--- src/pdw_defines.svh ---
/*
 * Field positions, opcodes and word counts of the planar write instructions.
 * Assumes nothing; definitions only.
 */
`ifndef PDW_DEFINES_SVH
`define PDW_DEFINES_SVH

`define PDW_OP_HI 31
`define PDW_OP_LO 28
`define PDW_OP_THREE_PLANE 4'h9
`define PDW_OP_LUMA_SKIP 4'hB
`define PDW_WORDS_THREE_PLANE 3'h5
`define PDW_WORDS_LUMA_SKIP 3'h3
`define PDW_CNT_A_HI 11
`define PDW_CNT_A_LO 0
`define PDW_CNT_B_HI 27
`define PDW_CNT_B_LO 16
`define PDW_BE_HI 15
`define PDW_BE_LO 12
`define PDW_STAT_HI 23
`define PDW_STAT_LO 16
`define PDW_IRQ_BIT 24
`define PDW_LINE_END_BIT 26
`define PDW_LINE_BEGIN_BIT 27

`endif

--- src/pdw_pkg.sv ---
/*
 * Types for the planar write instruction decoder.
 * Assumes the defines header is compiled alongside.
 */
package pdw_pkg;

   typedef enum logic [3:0] {
      PDW_S_IDLE  = 4'h1,
      PDW_S_FETCH = 4'h2,
      PDW_S_ISSUE = 4'h4,
      PDW_S_DONE  = 4'h8
   } pdw_state_t;

   typedef enum logic [1:0] {
      PDW_PLANE_LUMA = 2'h0,
      PDW_PLANE_BLUE = 2'h1,
      PDW_PLANE_RED  = 2'h2
   } pdw_plane_t;

endpackage

--- src/pdw_decode.sv ---
/*
 * Planar write instruction decoder and sequencer of the video DMA engine.
 * Assumes instruction words arrive in program order from the bus initiator's
 * fetch path, and that a transfer engine moves or discards the bytes of each
 * issued plane command from the luma_fifo, blue_chroma_fifo or red_chroma_fifo.
 */
//
// Behaviour
// - Opcode 1001 is five-word three-plane write
// - Word0 holds count, enables, status, irq, line flags
// - Word1 low twelve bits: blue chroma count
// - Word1 bits 27:16: red chroma count
// - Word2 is luma target address
// - Word3 is blue chroma target address
// - Word4 is red chroma target address
// - Opcode 1011: three words, luma write, chroma discarded
// - Skip variant word0 laid out as three-plane
// - Skip variant word1 low: blue discard count
// - Skip variant word1 27:16: red discard count
// - Planar handling only while planar status active
// - Audio instance refuses planar instructions
`timescale 1ns/100ps
`include "pdw_defines.svh"

module pdw_decode (
   input wire logic i_clk,
   input wire logic i_sys_rst,
   input wire logic i_planar_mode,
   input wire logic i_audio_instance,
   input wire logic i_instr_valid,
   input wire logic [31:0] i_instr_data,
   output logic o_instr_ready,
   output logic o_foreign_instr,
   output logic o_xfer_valid,
   input wire logic i_xfer_ready,
   output logic [1:0] o_xfer_plane,
   output logic [31:0] o_xfer_addr,
   output logic [11:0] o_xfer_count,
   output logic o_xfer_discard,
   output logic o_done,
   output logic [3:0] o_byte_en,
   output logic [7:0] o_program_status_flags,
   output logic o_irq_req,
   output logic o_line_end_flag,
   output logic o_line_begin_flag,
   output logic o_busy
);

   function automatic logic [11:0] pdw_cnt_a(input logic [31:0] w);
      pdw_cnt_a = w[`PDW_CNT_A_HI:`PDW_CNT_A_LO];
   endfunction

   function automatic logic [11:0] pdw_cnt_b(input logic [31:0] w);
      pdw_cnt_b = w[`PDW_CNT_B_HI:`PDW_CNT_B_LO];
   endfunction

   pdw_pkg::pdw_state_t state_q, state_d;
   logic [2:0] word_idx_q, word_idx_d;
   logic [2:0] words_q, words_d;
   logic skip_chroma_q, skip_chroma_d;
   logic [31:0] word0_q, word0_d;
   logic [11:0] cnt_luma_q, cnt_luma_d;
   logic [11:0] cnt_blue_q, cnt_blue_d;
   logic [11:0] cnt_red_q, cnt_red_d;
   logic [31:0] addr_luma_q, addr_luma_d;
   logic [31:0] addr_blue_q, addr_blue_d;
   logic [31:0] addr_red_q, addr_red_d;
   logic [1:0] plane_q, plane_d;
   logic [31:0] xaddr_q, xaddr_d;
   logic [11:0] xcnt_q, xcnt_d;
   logic xdisc_q, xdisc_d;
   logic done_q, done_d;
   logic [3:0] opcode;
   logic is_three, is_skip, ours, take;

   assign opcode = i_instr_data[`PDW_OP_HI:`PDW_OP_LO];
   assign is_three = (opcode == `PDW_OP_THREE_PLANE);
   assign is_skip = (opcode == `PDW_OP_LUMA_SKIP);
   assign ours = (is_three || is_skip) && i_planar_mode && !i_audio_instance;

   always_comb begin
      o_instr_ready = 1'b0;
      o_foreign_instr = 1'b0;
      if (state_q == pdw_pkg::PDW_S_IDLE) begin
         o_instr_ready = i_instr_valid && ours;
         o_foreign_instr = i_instr_valid && !ours;
      end else if (state_q == pdw_pkg::PDW_S_FETCH) begin
         o_instr_ready = i_instr_valid;
      end
   end

   assign take = i_instr_valid && o_instr_ready;

   always_comb begin
      state_d = state_q;
      word_idx_d = word_idx_q;
      words_d = words_q;
      skip_chroma_d = skip_chroma_q;
      word0_d = word0_q;
      cnt_luma_d = cnt_luma_q;
      cnt_blue_d = cnt_blue_q;
      cnt_red_d = cnt_red_q;
      addr_luma_d = addr_luma_q;
      addr_blue_d = addr_blue_q;
      addr_red_d = addr_red_q;
      plane_d = plane_q;
      xaddr_d = xaddr_q;
      xcnt_d = xcnt_q;
      xdisc_d = xdisc_q;
      done_d = 1'b0;
      case (state_q)
         pdw_pkg::PDW_S_IDLE: begin
            if (take) begin
               word0_d = i_instr_data;
               cnt_luma_d = pdw_cnt_a(i_instr_data);
               skip_chroma_d = is_skip;
               words_d = is_skip ? `PDW_WORDS_LUMA_SKIP : `PDW_WORDS_THREE_PLANE;
               addr_blue_d = 32'h0000_0000;
               addr_red_d = 32'h0000_0000;
               word_idx_d = 3'h1;
               state_d = pdw_pkg::PDW_S_FETCH;
            end
         end
         pdw_pkg::PDW_S_FETCH: begin
            if (take) begin
               case (word_idx_q)
                  3'h1: begin
                     // Bits outside both counts are not looked at
                     cnt_blue_d = pdw_cnt_a(i_instr_data);
                     cnt_red_d = pdw_cnt_b(i_instr_data);
                  end
                  3'h2: addr_luma_d = i_instr_data;
                  3'h3: addr_blue_d = i_instr_data;
                  default: addr_red_d = i_instr_data;
               endcase
               word_idx_d = word_idx_q + 3'h1;
               if (word_idx_q + 3'h1 == words_q) begin
                  state_d = pdw_pkg::PDW_S_ISSUE;
                  plane_d = pdw_pkg::PDW_PLANE_LUMA;
                  xaddr_d = (word_idx_q == 3'h2) ? i_instr_data : addr_luma_q;
                  xcnt_d = cnt_luma_q;
                  xdisc_d = 1'b0;
               end
            end
         end
         pdw_pkg::PDW_S_ISSUE: begin
            if (i_xfer_ready) begin
               if (plane_q == pdw_pkg::PDW_PLANE_LUMA) begin
                  plane_d = pdw_pkg::PDW_PLANE_BLUE;
                  xaddr_d = addr_blue_q;
                  xcnt_d = cnt_blue_q;
                  xdisc_d = skip_chroma_q;
               end else if (plane_q == pdw_pkg::PDW_PLANE_BLUE) begin
                  plane_d = pdw_pkg::PDW_PLANE_RED;
                  xaddr_d = addr_red_q;
                  xcnt_d = cnt_red_q;
                  xdisc_d = skip_chroma_q;
               end else begin
                  state_d = pdw_pkg::PDW_S_DONE;
               end
            end
         end
         pdw_pkg::PDW_S_DONE: begin
            done_d = 1'b1;
            state_d = pdw_pkg::PDW_S_IDLE;
         end
         default: state_d = pdw_pkg::PDW_S_IDLE;
      endcase
   end

   always_ff @(posedge i_clk) begin
      if (i_sys_rst) begin
         state_q <= pdw_pkg::PDW_S_IDLE;
         word_idx_q <= 3'h0;
         words_q <= 3'h0;
         skip_chroma_q <= 1'b0;
         word0_q <= 32'h0000_0000;
         cnt_luma_q <= 12'h000;
         cnt_blue_q <= 12'h000;
         cnt_red_q <= 12'h000;
         addr_luma_q <= 32'h0000_0000;
         addr_blue_q <= 32'h0000_0000;
         addr_red_q <= 32'h0000_0000;
         plane_q <= 2'h0;
         xaddr_q <= 32'h0000_0000;
         xcnt_q <= 12'h000;
         xdisc_q <= 1'b0;
         done_q <= 1'b0;
      end else begin
         state_q <= state_d;
         word_idx_q <= word_idx_d;
         words_q <= words_d;
         skip_chroma_q <= skip_chroma_d;
         word0_q <= word0_d;
         cnt_luma_q <= cnt_luma_d;
         cnt_blue_q <= cnt_blue_d;
         cnt_red_q <= cnt_red_d;
         addr_luma_q <= addr_luma_d;
         addr_blue_q <= addr_blue_d;
         addr_red_q <= addr_red_d;
         plane_q <= plane_d;
         xaddr_q <= xaddr_d;
         xcnt_q <= xcnt_d;
         xdisc_q <= xdisc_d;
         done_q <= done_d;
      end
   end

   assign o_xfer_valid = (state_q == pdw_pkg::PDW_S_ISSUE);
   assign o_xfer_plane = plane_q;
   assign o_xfer_addr = xaddr_q;
   assign o_xfer_count = xcnt_q;
   assign o_xfer_discard = xdisc_q;
   assign o_busy = (state_q != pdw_pkg::PDW_S_IDLE);
   assign o_done = done_q;
   // Reserved bit 25 of word0 is never used
   assign o_byte_en = word0_q[`PDW_BE_HI:`PDW_BE_LO];
   assign o_program_status_flags = word0_q[`PDW_STAT_HI:`PDW_STAT_LO];
   assign o_irq_req = word0_q[`PDW_IRQ_BIT];
   assign o_line_end_flag = word0_q[`PDW_LINE_END_BIT];
   assign o_line_begin_flag = word0_q[`PDW_LINE_BEGIN_BIT];

endmodule

--- config.mk ---
export PLATFORM = sky130hd
export DESIGN_NAME = pdw_decode
export DESIGN_NICKNAME = d
export VERILOG_FILES = /design/src/pdw_pkg.sv /design/src/pdw_decode.sv
export VERILOG_INCLUDE_DIRS = /design/src /design/src/src
export SDC_FILE = /design/constraint.sdc
export NUM_CORES = 1
export LEC_CHECK = 0
export CORE_ASPECT_RATIO = 1.5
export CORE_MARGIN = 2
export CORE_UTILIZATION = 65
export CTS_CLUSTER_DIAMETER = 80
export DETAILED_ROUTE_END_ITERATION = 10
export DONT_BUFFER_PORTS = 1
export GPL_ROUTABILITY_DRIVEN = 0
export PLACE_DENSITY = 0.81
export REMOVE_ABC_BUFFERS = 1
export SLEW_MARGIN = 20
export SYNTH_ARGS = -nofsm -noshare
export SYNTH_HDL_FRONTEND = slang
export SYNTH_SLANG_ARGS = --single-unit
--- constraint.sdc ---
create_clock -name i_clk -period 3.14 [get_ports i_clk]
set_clock_uncertainty 0.15 [all_clocks]
set_input_delay 0.628 -clock i_clk [delete_from_list [all_inputs] [get_ports i_clk]]
set_output_delay 0.628 -clock i_clk [all_outputs]
set_load 0.005 [all_outputs]
# Word level (Yosys, flattened, before mapping)

Cells that the tools add are included.
W data, S select, Z words.

Bits in registers: 219
Latch bits: 0
RAM bits: 0
Bits in read-only memories: 0
Bits of input ports: 38
Output and inout bits: 67
Logic and storage cells: 105
Memories kept: 0

Add/sub/neg operators: 1
$mul: 0
Div/mod/pow operators: 0
$lt $le $gt $ge: 0
Eq/ne operators: 21
Shift-type cells: 0
Mux-type cells: 47
Bitwise gates (word level): 0
Reductions and logical operators: 20

Operators with widths:

| operator             | count |
|---|---|
| $mux W32             | 11 |
| $pmux W32 S2         | 3 |
| $mux W12             | 5 |
| $mux W4              | 6 |
| $pmux W12 S2         | 1 |
| $eq A4 B4 Y1 const B | 3 |
| $pmux W4 S3          | 1 |
| $mux W2              | 5 |
| $ne A2 B2 Y1 const B | 5 |
| $mux W1              | 9 |
| $mux W3              | 3 |
| $reduce_and A4 Y1    | 2 |
| $eq A3 B2 Y1 const B | 2 |
| $ne A2 B1 Y1 const B | 3 |
| $pmux W3 S2          | 1 |
| $reduce_and A3 Y1    | 2 |
| $reduce_and A6 Y1    | 1 |
| $logic_and A1 B1 Y1  | 5 |
| $reduce_and A5 Y1    | 1 |
| $eq A4 B1 Y1 const B | 1 |
| $eq A4 B2 Y1 const B | 1 |
| $eq A4 B3 Y1 const B | 1 |
| $ne A4 B1 Y1 const B | 1 |
| $pmux W2 S2          | 1 |
| 12 further kinds     | 15 |

# Longest topological paths before layout

Gate-level depths: netlist (run 1).

Depth after elaboration: 9
Mapped depth: 9
Mapped depth without buffers: 6

# Worst setup path after synthesis (run 1)

Ideal clock, no wire load.

Kind: input-to-output
From: input i_instr_valid
To: output o_instr_ready
Arrival: 1580 ps
Data required time: 2362 ps
Path slack: 782 ps
Stages: 3
Path buffers: 1
Path through: clkbuf_1 or3b_2 a21oi_1

Word-level cells in the longest chain between the ends: 2
Elaborated cells on any way between the ends: 3
Classes of those cells: mux (2); reduce/logical (1)

Ends and longest elaborated chain:

| element                                               | RTL line                           | text |
|---|---|---|
| start, declared                                       | pdw_decode.sv:30                   | `input wire logic i_instr_valid,` |
| $mux W1 / $logic_and A1 B1 Y1 (equally long branches) | pdw_decode.sv:87, pdw_decode.sv:85 |  |
| $mux W1 *                                             | pdw_decode.sv:84                   | `if (state_q == pdw_pkg::PDW_S_IDLE) begin` |
| end, declared                                         | pdw_decode.sv:32                   | `output logic o_instr_ready,` |

Every way passes the cells marked *; elsewhere a longest branch is shown, timed or not.

# Worst setup path in the final report (run 1)

From: register state_q[2]
To: output o_xfer_valid

Word-level cells in the longest chain between the ends: 1

Ends and longest elaborated chain:

| element                | RTL line          | text |
|---|---|---|
| start, declared        | pdw_decode.sv:57  | `pdw_pkg::pdw_state_t state_q, state_d;` |
| start signal, assigned | pdw_decode.sv:173 | `state_q <= pdw_pkg::PDW_S_IDLE;` |
| start signal, assigned | pdw_decode.sv:190 | `state_q <= state_d;` |
| $eq A4 B3 Y1           | pdw_decode.sv:209 | `assign o_xfer_valid = (state_q == pdw_pkg::PDW_S_ISSUE);` |
| end, declared          | pdw_decode.sv:34  | `output logic o_xfer_valid,` |

No other way between the ends.

==> impl_metrics.json, run 1 <==
{
  "clock_latency_ns": 0.48,
  "cts.root.buffer_cell": "sky130_fd_sc_hd__clkbuf_16",
  "die_y_um": 148.2,
  "synth_warnings": 0,
  "drive_gt1_share_pct": 6.988,
  "synth.cells.most_frequent": "sky130_fd_sc_hd__nand2_1, sky130_fd_sc_hd__dfxtp_1, sky130_fd_sc_hd__mux2i_1, sky130_fd_sc_hd__a21oi_1, sky130_fd_sc_hd__clkbuf_1",
  "path_clk_slew_ns": 0.07,
  "hold_path_depth": 1,
  "path_class": "register to primary output",
  "vias_in_the_first_global_route": 7422,
  "std_cell_rows": 52,
  "cts-root-to-sink-buffers": 3,
  "cts_tree": "yes",
  "dr.first_iter.drc_count": 540,
  "wl_um": 23380,
  "synth_top_flop_cell": "sky130_fd_sc_hd__dfxtp_1",
  "critPathCaptureType": "primary output",
  "ctsResizeCount": 0,
  "numCtsBuffers": 19,
  "antennaDiodeCount": 0,
  "cts_post_setup_buffers_inserted": 0,
  "worstPathMaxFanout": 28,
  "post-synth-top-count-cell": "sky130_fd_sc_hd__nand2_1",
  "outcome": "completed",
  "timing.final.crit_period_ns": 3.039,
  "maxSlewHeadroom_pct": 58.55,
  "drtPass1Iterations": 5,
  "cap_violations": 0,
  "fmax_mhz": 329.0,
  "hp-class": "input port to register",
  "async_flop_share_pct": 0,
  "globalRoute.totalOverflow": 0,
  "dieArea_sq_um": 14850,
  "post_synth.cell_area_avg_sq_um": 8.611,
  "synth-seq-area-share_pct": 45.52,
  "finalSetupViolations": 0,
  "final-max-slew-violation-count": 0,
  "vias": 7487,
  "synth_cells": 1047,
  "cts_hold_repair.buffers": 0,
  "power_per_cell_area_nw_per_um2": 524.9,
  "hold_viol_final": 0,
  "rsz0062_at_grt": "no",
  "drt-vias-per-instance": 6.356,
  "gr-usage-all-layers_pct": 31.67,
  "synthesis.area_sq_um": 9016,
  "leak_pwr_nw": 3.602,
  "worstRegToRegCells": 5,
  "timing_worst_slew_pin_value_ns": 0.6210,
  "dpl.cell_count": 1145,
  "clock_tree.htree_level_count": 1,
  "finalHoldWorstSlack_ns": 0.05458,
  "netlist.area_leader.share_pct": 45.52,
  "pin_count_of_the_biggest_net_entering_global_routing": 139,
  "nets": 1046,
  "synth_cell_types": 41,
  "cts_num_sinks": 205,
  "drt.antenna.violating_nets": 0,
  "p_total_mw": 5.116,
  "grt_pass1_wl_um": 38000,
  "final_min_period_over_clock_period_pct": 96.80,
  "routed_wire_length_per_instance_um": 19.84,
  "number_of_port_buffers": 0,
  "dp.final_hpwl_um": 13680,
  "detail_route.drc_violations": 0,
  "ios": 105,
  "synth_enable_flop_cells": 0,
  "antenna_found_initial": 0,
  "synth-seq-cells": 205,
  "timing.critical_path.from_type": "register",
  "placeableCoreArea_sq_um": 13530,
  "fp.dieW_um": 100.2,
  "finalNonFillerCells": 1178,
  "synth_area_leader_cell": "sky130_fd_sc_hd__dfxtp_1",
  "synthToLayoutAreaGrowth_pct": 8.104,
  "timing.critical_path.required_ns": 2.36,
  "initial_core_util_pct": 66.62,
  "final_util_pct": 72.02,
  "max-vdd-ir-drop_v": 0.0004448,
  "critical_path_arrival_ns": 2.26,
  "netlist_top_cells_area": "sky130_fd_sc_hd__dfxtp_1, sky130_fd_sc_hd__mux2i_1, sky130_fd_sc_hd__nand2_1"
}
==> metal layers <==
layer | up-vias | global-route usage, % | share of wire [%]
met5 | - | 0 | 0
met4 | 0 | 14.66 | 3.5
met3 | 50 | 5.169 | 7.4
met2 | 295 | 52.15 | 49
met1 | 3628 | 40.49 | 40
li1 | 3514 | - | -
==> path summary, 6_finish.rpt <==
kind                   startpoint               to  slack [ns]
setup / recovery       state_q[2]     o_xfer_valid        0.10
hold reg to reg   addr_luma_q[30]  addr_luma_q[30]        0.30
setup reg to reg       state_q[2]  o_xfer_count[0]        0.60
hold / removal          i_sys_rst  addr_luma_q[30]        0.05
==> state kept, by name, summed over array words and instances (netlist names) <==
register / cells
addr_blue_q: 32
addr_luma_q: 32
addr_red_q: 32
cnt_blue_q: 12
cnt_red_q: 12
o_done: 1
o_xfer_addr: 32
o_xfer_count: 12
o_xfer_discard: 1
o_xfer_plane: 2
state_q: 4
word0_q: 27
word_idx_q: 3
words_q: 3
==> stage by stage <==
step                      instance area, sq um  setup slack (ns)  TNS [ns]
after floorplan                           8625            -2.500   -181.62
after global placement                    9105            0.5927         0
after detailed placement                  9105            0.5534         0
after CTS                                 9746           0.04294         0
after global routing                      9747           0.05585         0
final                                     9747            0.1006         0
==> critical path: stages (launching register included) <==
cell and delay [ns]:
sky130_fd_sc_hd__dfxtp_1 0.50, sky130_fd_sc_hd__or4b_2 0.83, sky130_fd_sc_hd__clkinv_2 0.43
==> logic make-up after synthesis <==
family	Yosys count	share of synthesized area [%]
xor gates and xnor gates	4	0.3885
AOI/OAI and AO/OA	224	16.65
muxes	142	15.76
adders and majority gates	4	0.5551
buffers and inverters	96	4.593
and+or+nand+nor	372	16.53
DFF	205	45.52
==> cell type report <==
cell class / count / area [sq um]
Clock inverter: 10 / 130.1
Inverter: 6 / 25.02
Clock buffer: 23 / 510.5
Multi-Input combinational cell: 746 / 4539
Timing Repair Buffer: 26 / 232.7
Fill cell: 1015 / 3786
Sequential cell: 205 / 4106
Tap cell: 162 / 202.7
==> power by group <==
group | switching, mW | leakage [nW] | internal (mW)
clock network | 0.989 | 0.313 | 1.41
registers | 0.0101 | 1.65 | 2.61
logic | 0.0669 | 1.64 | 0.0359
==> placed cells by master (no fill, tap or decap), types with 2 or more instances in the layout <==
cell | netlist | final
sky130_fd_sc_hd__a211o_1 | 32 | 32
sky130_fd_sc_hd__a211oi_1 | 35 | 35
sky130_fd_sc_hd__a21oi_1 | 89 | 88
sky130_fd_sc_hd__a21oi_4 | 0 | 2
sky130_fd_sc_hd__a311o_1 | 12 | 12
sky130_fd_sc_hd__and3_1 | 3 | 3
sky130_fd_sc_hd__buf_12 | 0 | 3
sky130_fd_sc_hd__buf_4 | 2 | 23
sky130_fd_sc_hd__bufinv_16 | 0 | 3
sky130_fd_sc_hd__clkbuf_1 | 66 | 2
sky130_fd_sc_hd__clkbuf_16 | 0 | 19
sky130_fd_sc_hd__clkbuf_8 | 0 | 2
sky130_fd_sc_hd__clkinv_2 | 0 | 7
sky130_fd_sc_hd__clkinvlp_4 | 0 | 2
sky130_fd_sc_hd__dfxtp_1 | 205 | 203
sky130_fd_sc_hd__dfxtp_2 | 0 | 2
sky130_fd_sc_hd__ha_1 | 4 | 4
sky130_fd_sc_hd__inv_1 | 4 | 4
sky130_fd_sc_hd__mux2i_1 | 142 | 142
sky130_fd_sc_hd__nand2_1 | 322 | 322
sky130_fd_sc_hd__nand3_1 | 7 | 7
sky130_fd_sc_hd__nand4_1 | 2 | 2
sky130_fd_sc_hd__nor2_1 | 21 | 20
sky130_fd_sc_hd__nor2b_1 | 5 | 4
sky130_fd_sc_hd__o21a_1 | 33 | 33
sky130_fd_sc_hd__o21ai_0 | 15 | 15
sky130_fd_sc_hd__o32ai_1 | 2 | 2
sky130_fd_sc_hd__xor2_1 | 4 | 4
Note: power is estimated with default switching activity, not from simulation.
==> run 2, diff against run 1 <==
--- a/config.mk
+++ b/config.mk
@@ -8,12 +8,12 @@
 export LEC_CHECK = 0
 export CORE_ASPECT_RATIO = 1.5
 export CORE_MARGIN = 2
-export CORE_UTILIZATION = 65
+export CORE_UTILIZATION = 63
 export CTS_CLUSTER_DIAMETER = 80
 export DETAILED_ROUTE_END_ITERATION = 10
 export DONT_BUFFER_PORTS = 1
 export GPL_ROUTABILITY_DRIVEN = 0
-export PLACE_DENSITY = 0.81
+export PLACE_DENSITY = 0.79
 export REMOVE_ABC_BUFFERS = 1
 export SLEW_MARGIN = 20
 export SYNTH_ARGS = -nofsm -noshare
==> constraint.sdc (replaced) <==
create_clock -name i_clk -period 2.99 [get_ports i_clk]
set_clock_uncertainty 0.15 [all_clocks]
set_input_delay 0.598 -clock i_clk [delete_from_list [all_inputs] [get_ports i_clk]]
set_output_delay 0.598 -clock i_clk [all_outputs]
set_load 0.005 [all_outputs]
==> impl_metrics.json, run 2 (synthesis results as in run 1) <==
{
  "std_cell_rows": 53,
  "drive_gt1_share_pct": 6.398,
  "nets": 1044,
  "pin_count_of_the_biggest_net_entering_global_routing": 139,
  "initial_core_util_pct": 64.44,
  "outcome": "completed",
  "fp.dieW_um": 101.7,
  "numCtsBuffers": 20,
  "dr.first_iter.drc_count": 373,
  "crit_chain": "or4b_2 > clkinv_2",
  "timing_worst_slew_pin_value_ns": 0.5925,
  "path_clk_slew_ns": 0.06,
  "finalSetupViolations": 0,
  "cts_hold_repair.buffers": 0,
  "leak_pwr_nw": 3.594,
  "final_area_sq_um": 9764,
  "hold_viol_final": 0,
  "worst_r2r_startpoint": "word_idx_q[0]",
  "crit_path_top_delay_cell": "sky130_fd_sc_hd__or4b_2",
  "placeableCoreArea_sq_um": 13990,
  "timing.final.crit_period_ns": 2.830,
  "critical_path_arrival_ns": 2.08,
  "cts_tree": "yes",
  "ctsResizeCount": 0,
  "clock_latency_ns": 0.50,
  "timing.critical_path.required_ns": 2.24,
  "die_y_um": 150.5,
  "synthToLayoutAreaGrowth_pct": 8.299,
  "detail_route.drc_violations": 0,
  "dp.final_hpwl_um": 13160,
  "critPathCaptureType": "primary output",
  "hp-class": "input port to register",
  "cp_num_cells": 2,
  "final-max-slew-violation-count": 0,
  "antenna_found_initial": 0,
  "power_per_cell_area_nw_per_um2": 545.6,
  "antennaDiodeCount": 0,
  "worst_r2r_endpoint": "o_xfer_count[8]",
  "dieArea_sq_um": 15300,
  "gr-usage-all-layers_pct": 29.56,
  "setup_tns_ns": 0,
  "worstSetupEndpoint": "o_xfer_valid",
  "number_of_port_buffers": 0,
  "maxSlewHeadroom_pct": 60.50,
  "fmax_mhz": 353.4,
  "startpoint": "state_q[2]",
  "cp_num_buf_inv": 1,
  "drt.antenna.violating_nets": 0,
  "setup.reg_to_reg.worst_slack_ns": 0.57,
  "critical-path-max-stage-delay_ns": 0.71,
  "most_frequent_cells_in_the_layout": "sky130_fd_sc_hd__nand2_1, sky130_fd_sc_hd__dfxtp_1, sky130_fd_sc_hd__mux2i_1",
  "critical_path.top_delay_family": "simple AND/OR/NAND/NOR gates",
  "cap_violations": 0,
  "layout.cells.most_common": "sky130_fd_sc_hd__nand2_1",
  "vias_in_the_first_global_route": 7276,
  "clock_tree.htree_level_count": 1,
  "drtPass1Iterations": 4,
  "drt-vias-per-instance": 6.116,
  "worstRegToRegCells": 7,
  "globalRoute.totalOverflow": 0,
  "cts_num_sinks": 205,
  "ios": 105,
  "path_class": "register to primary output",
  "cts.root.buffer_cell": "sky130_fd_sc_hd__clkbuf_16",
  "worstPathMaxFanout": 28,
  "vias": 7388,
  "rsz0062_at_grt": "no",
  "place_area_sq_um": 9121,
  "wl_um": 22650,
  "cts-root-to-sink-buffers": 3,
  "final_min_period_over_clock_period_pct": 94.64,
  "timing.critical_path.from_type": "register",
  "number_of_fill_cells": 1098,
  "cts_post_setup_buffers_inserted": 0,
  "routed_wire_length_per_instance_um": 18.75,
  "max-vdd-ir-drop_v": 0.0004332,
  "grt_pass1_wl_um": 36460
}
-- run 2: routing by layer --
metal	GRT usage, %	share of wire, %	vias up
met5	0	0	-
li1	-	-	3507
met4	9.122	2.1	0
met3	5.478	7.3	48
met2	51.02	49	255
met1	37.06	41	3578
-- run 2: worst min-delay path by stage --
stage	startpoint	endpoint	slack (ns)	cells past startpoint
2_1_floorplan	cnt_red_q[0]	cnt_red_q[0]	0.28	2
3_3_place_gp	addr_luma_q[21]	addr_luma_q[21]	0.29	2
3_5_place_dp	cnt_red_q[1]	cnt_red_q[1]	0.29	2
4_1_cts	i_sys_rst	addr_luma_q[30]	0.03	1
5_1_grt	i_sys_rst	addr_luma_q[28]	0.04	1
6_report	i_sys_rst	addr_luma_q[28]	0.03	1
-- run 2: stage by stage --
step / std cells / total power, mW / worst slack, ns / utilization, % / hold WS, ns
global placement: 1172 / 2.917 / 0.6392 / 65.19 / 0.2854
global route: 1208 / 5.468 / 0.08426 / 69.78 / 0.04009
finish: 1208 / 5.328 / 0.1603 / 69.78 / 0.03489
floorplan: 957 / 2.885 / -2.650 / - / 0.2768
CTS: 1208 / 5.353 / 0.08915 / 69.78 / 0.03341
detailed placement: 1172 / 2.918 / 0.5421 / 65.19 / 0.2882
-- run 2: worst reg2reg max path, delay by kind of cell (launching register included) --
family,cells,cell delay (ns)
adder cells (fa/ha/maj),2,0.53
AO/OA/AOI/OAI,1,0.17
multiplexers,1,0.27
buffers and inverters,1,0.46
AND/OR/NAND/NOR,1,0.25
XOR/XNOR,1,0.16
flip-flops,1,0.37
-- run 2: final cells by class --
type	instances	area (sq um)	area share [%]
repair buffers	23	210.2	2.153
clock buffers	32	585.6	5.997
multi-input cells	746	4539	46.49
inverters	6	26.28	0.2691
well taps	192	240.2	2.460
clock inverters	4	56.30	0.5766
flip-flops and latches	205	4106	42.06
-- run 2: power breakdown --
part	switching [mW]	internal, mW
Sequential	0.0109	2.74
Combinational	0.0706	0.0380
Clock	1.04	1.43
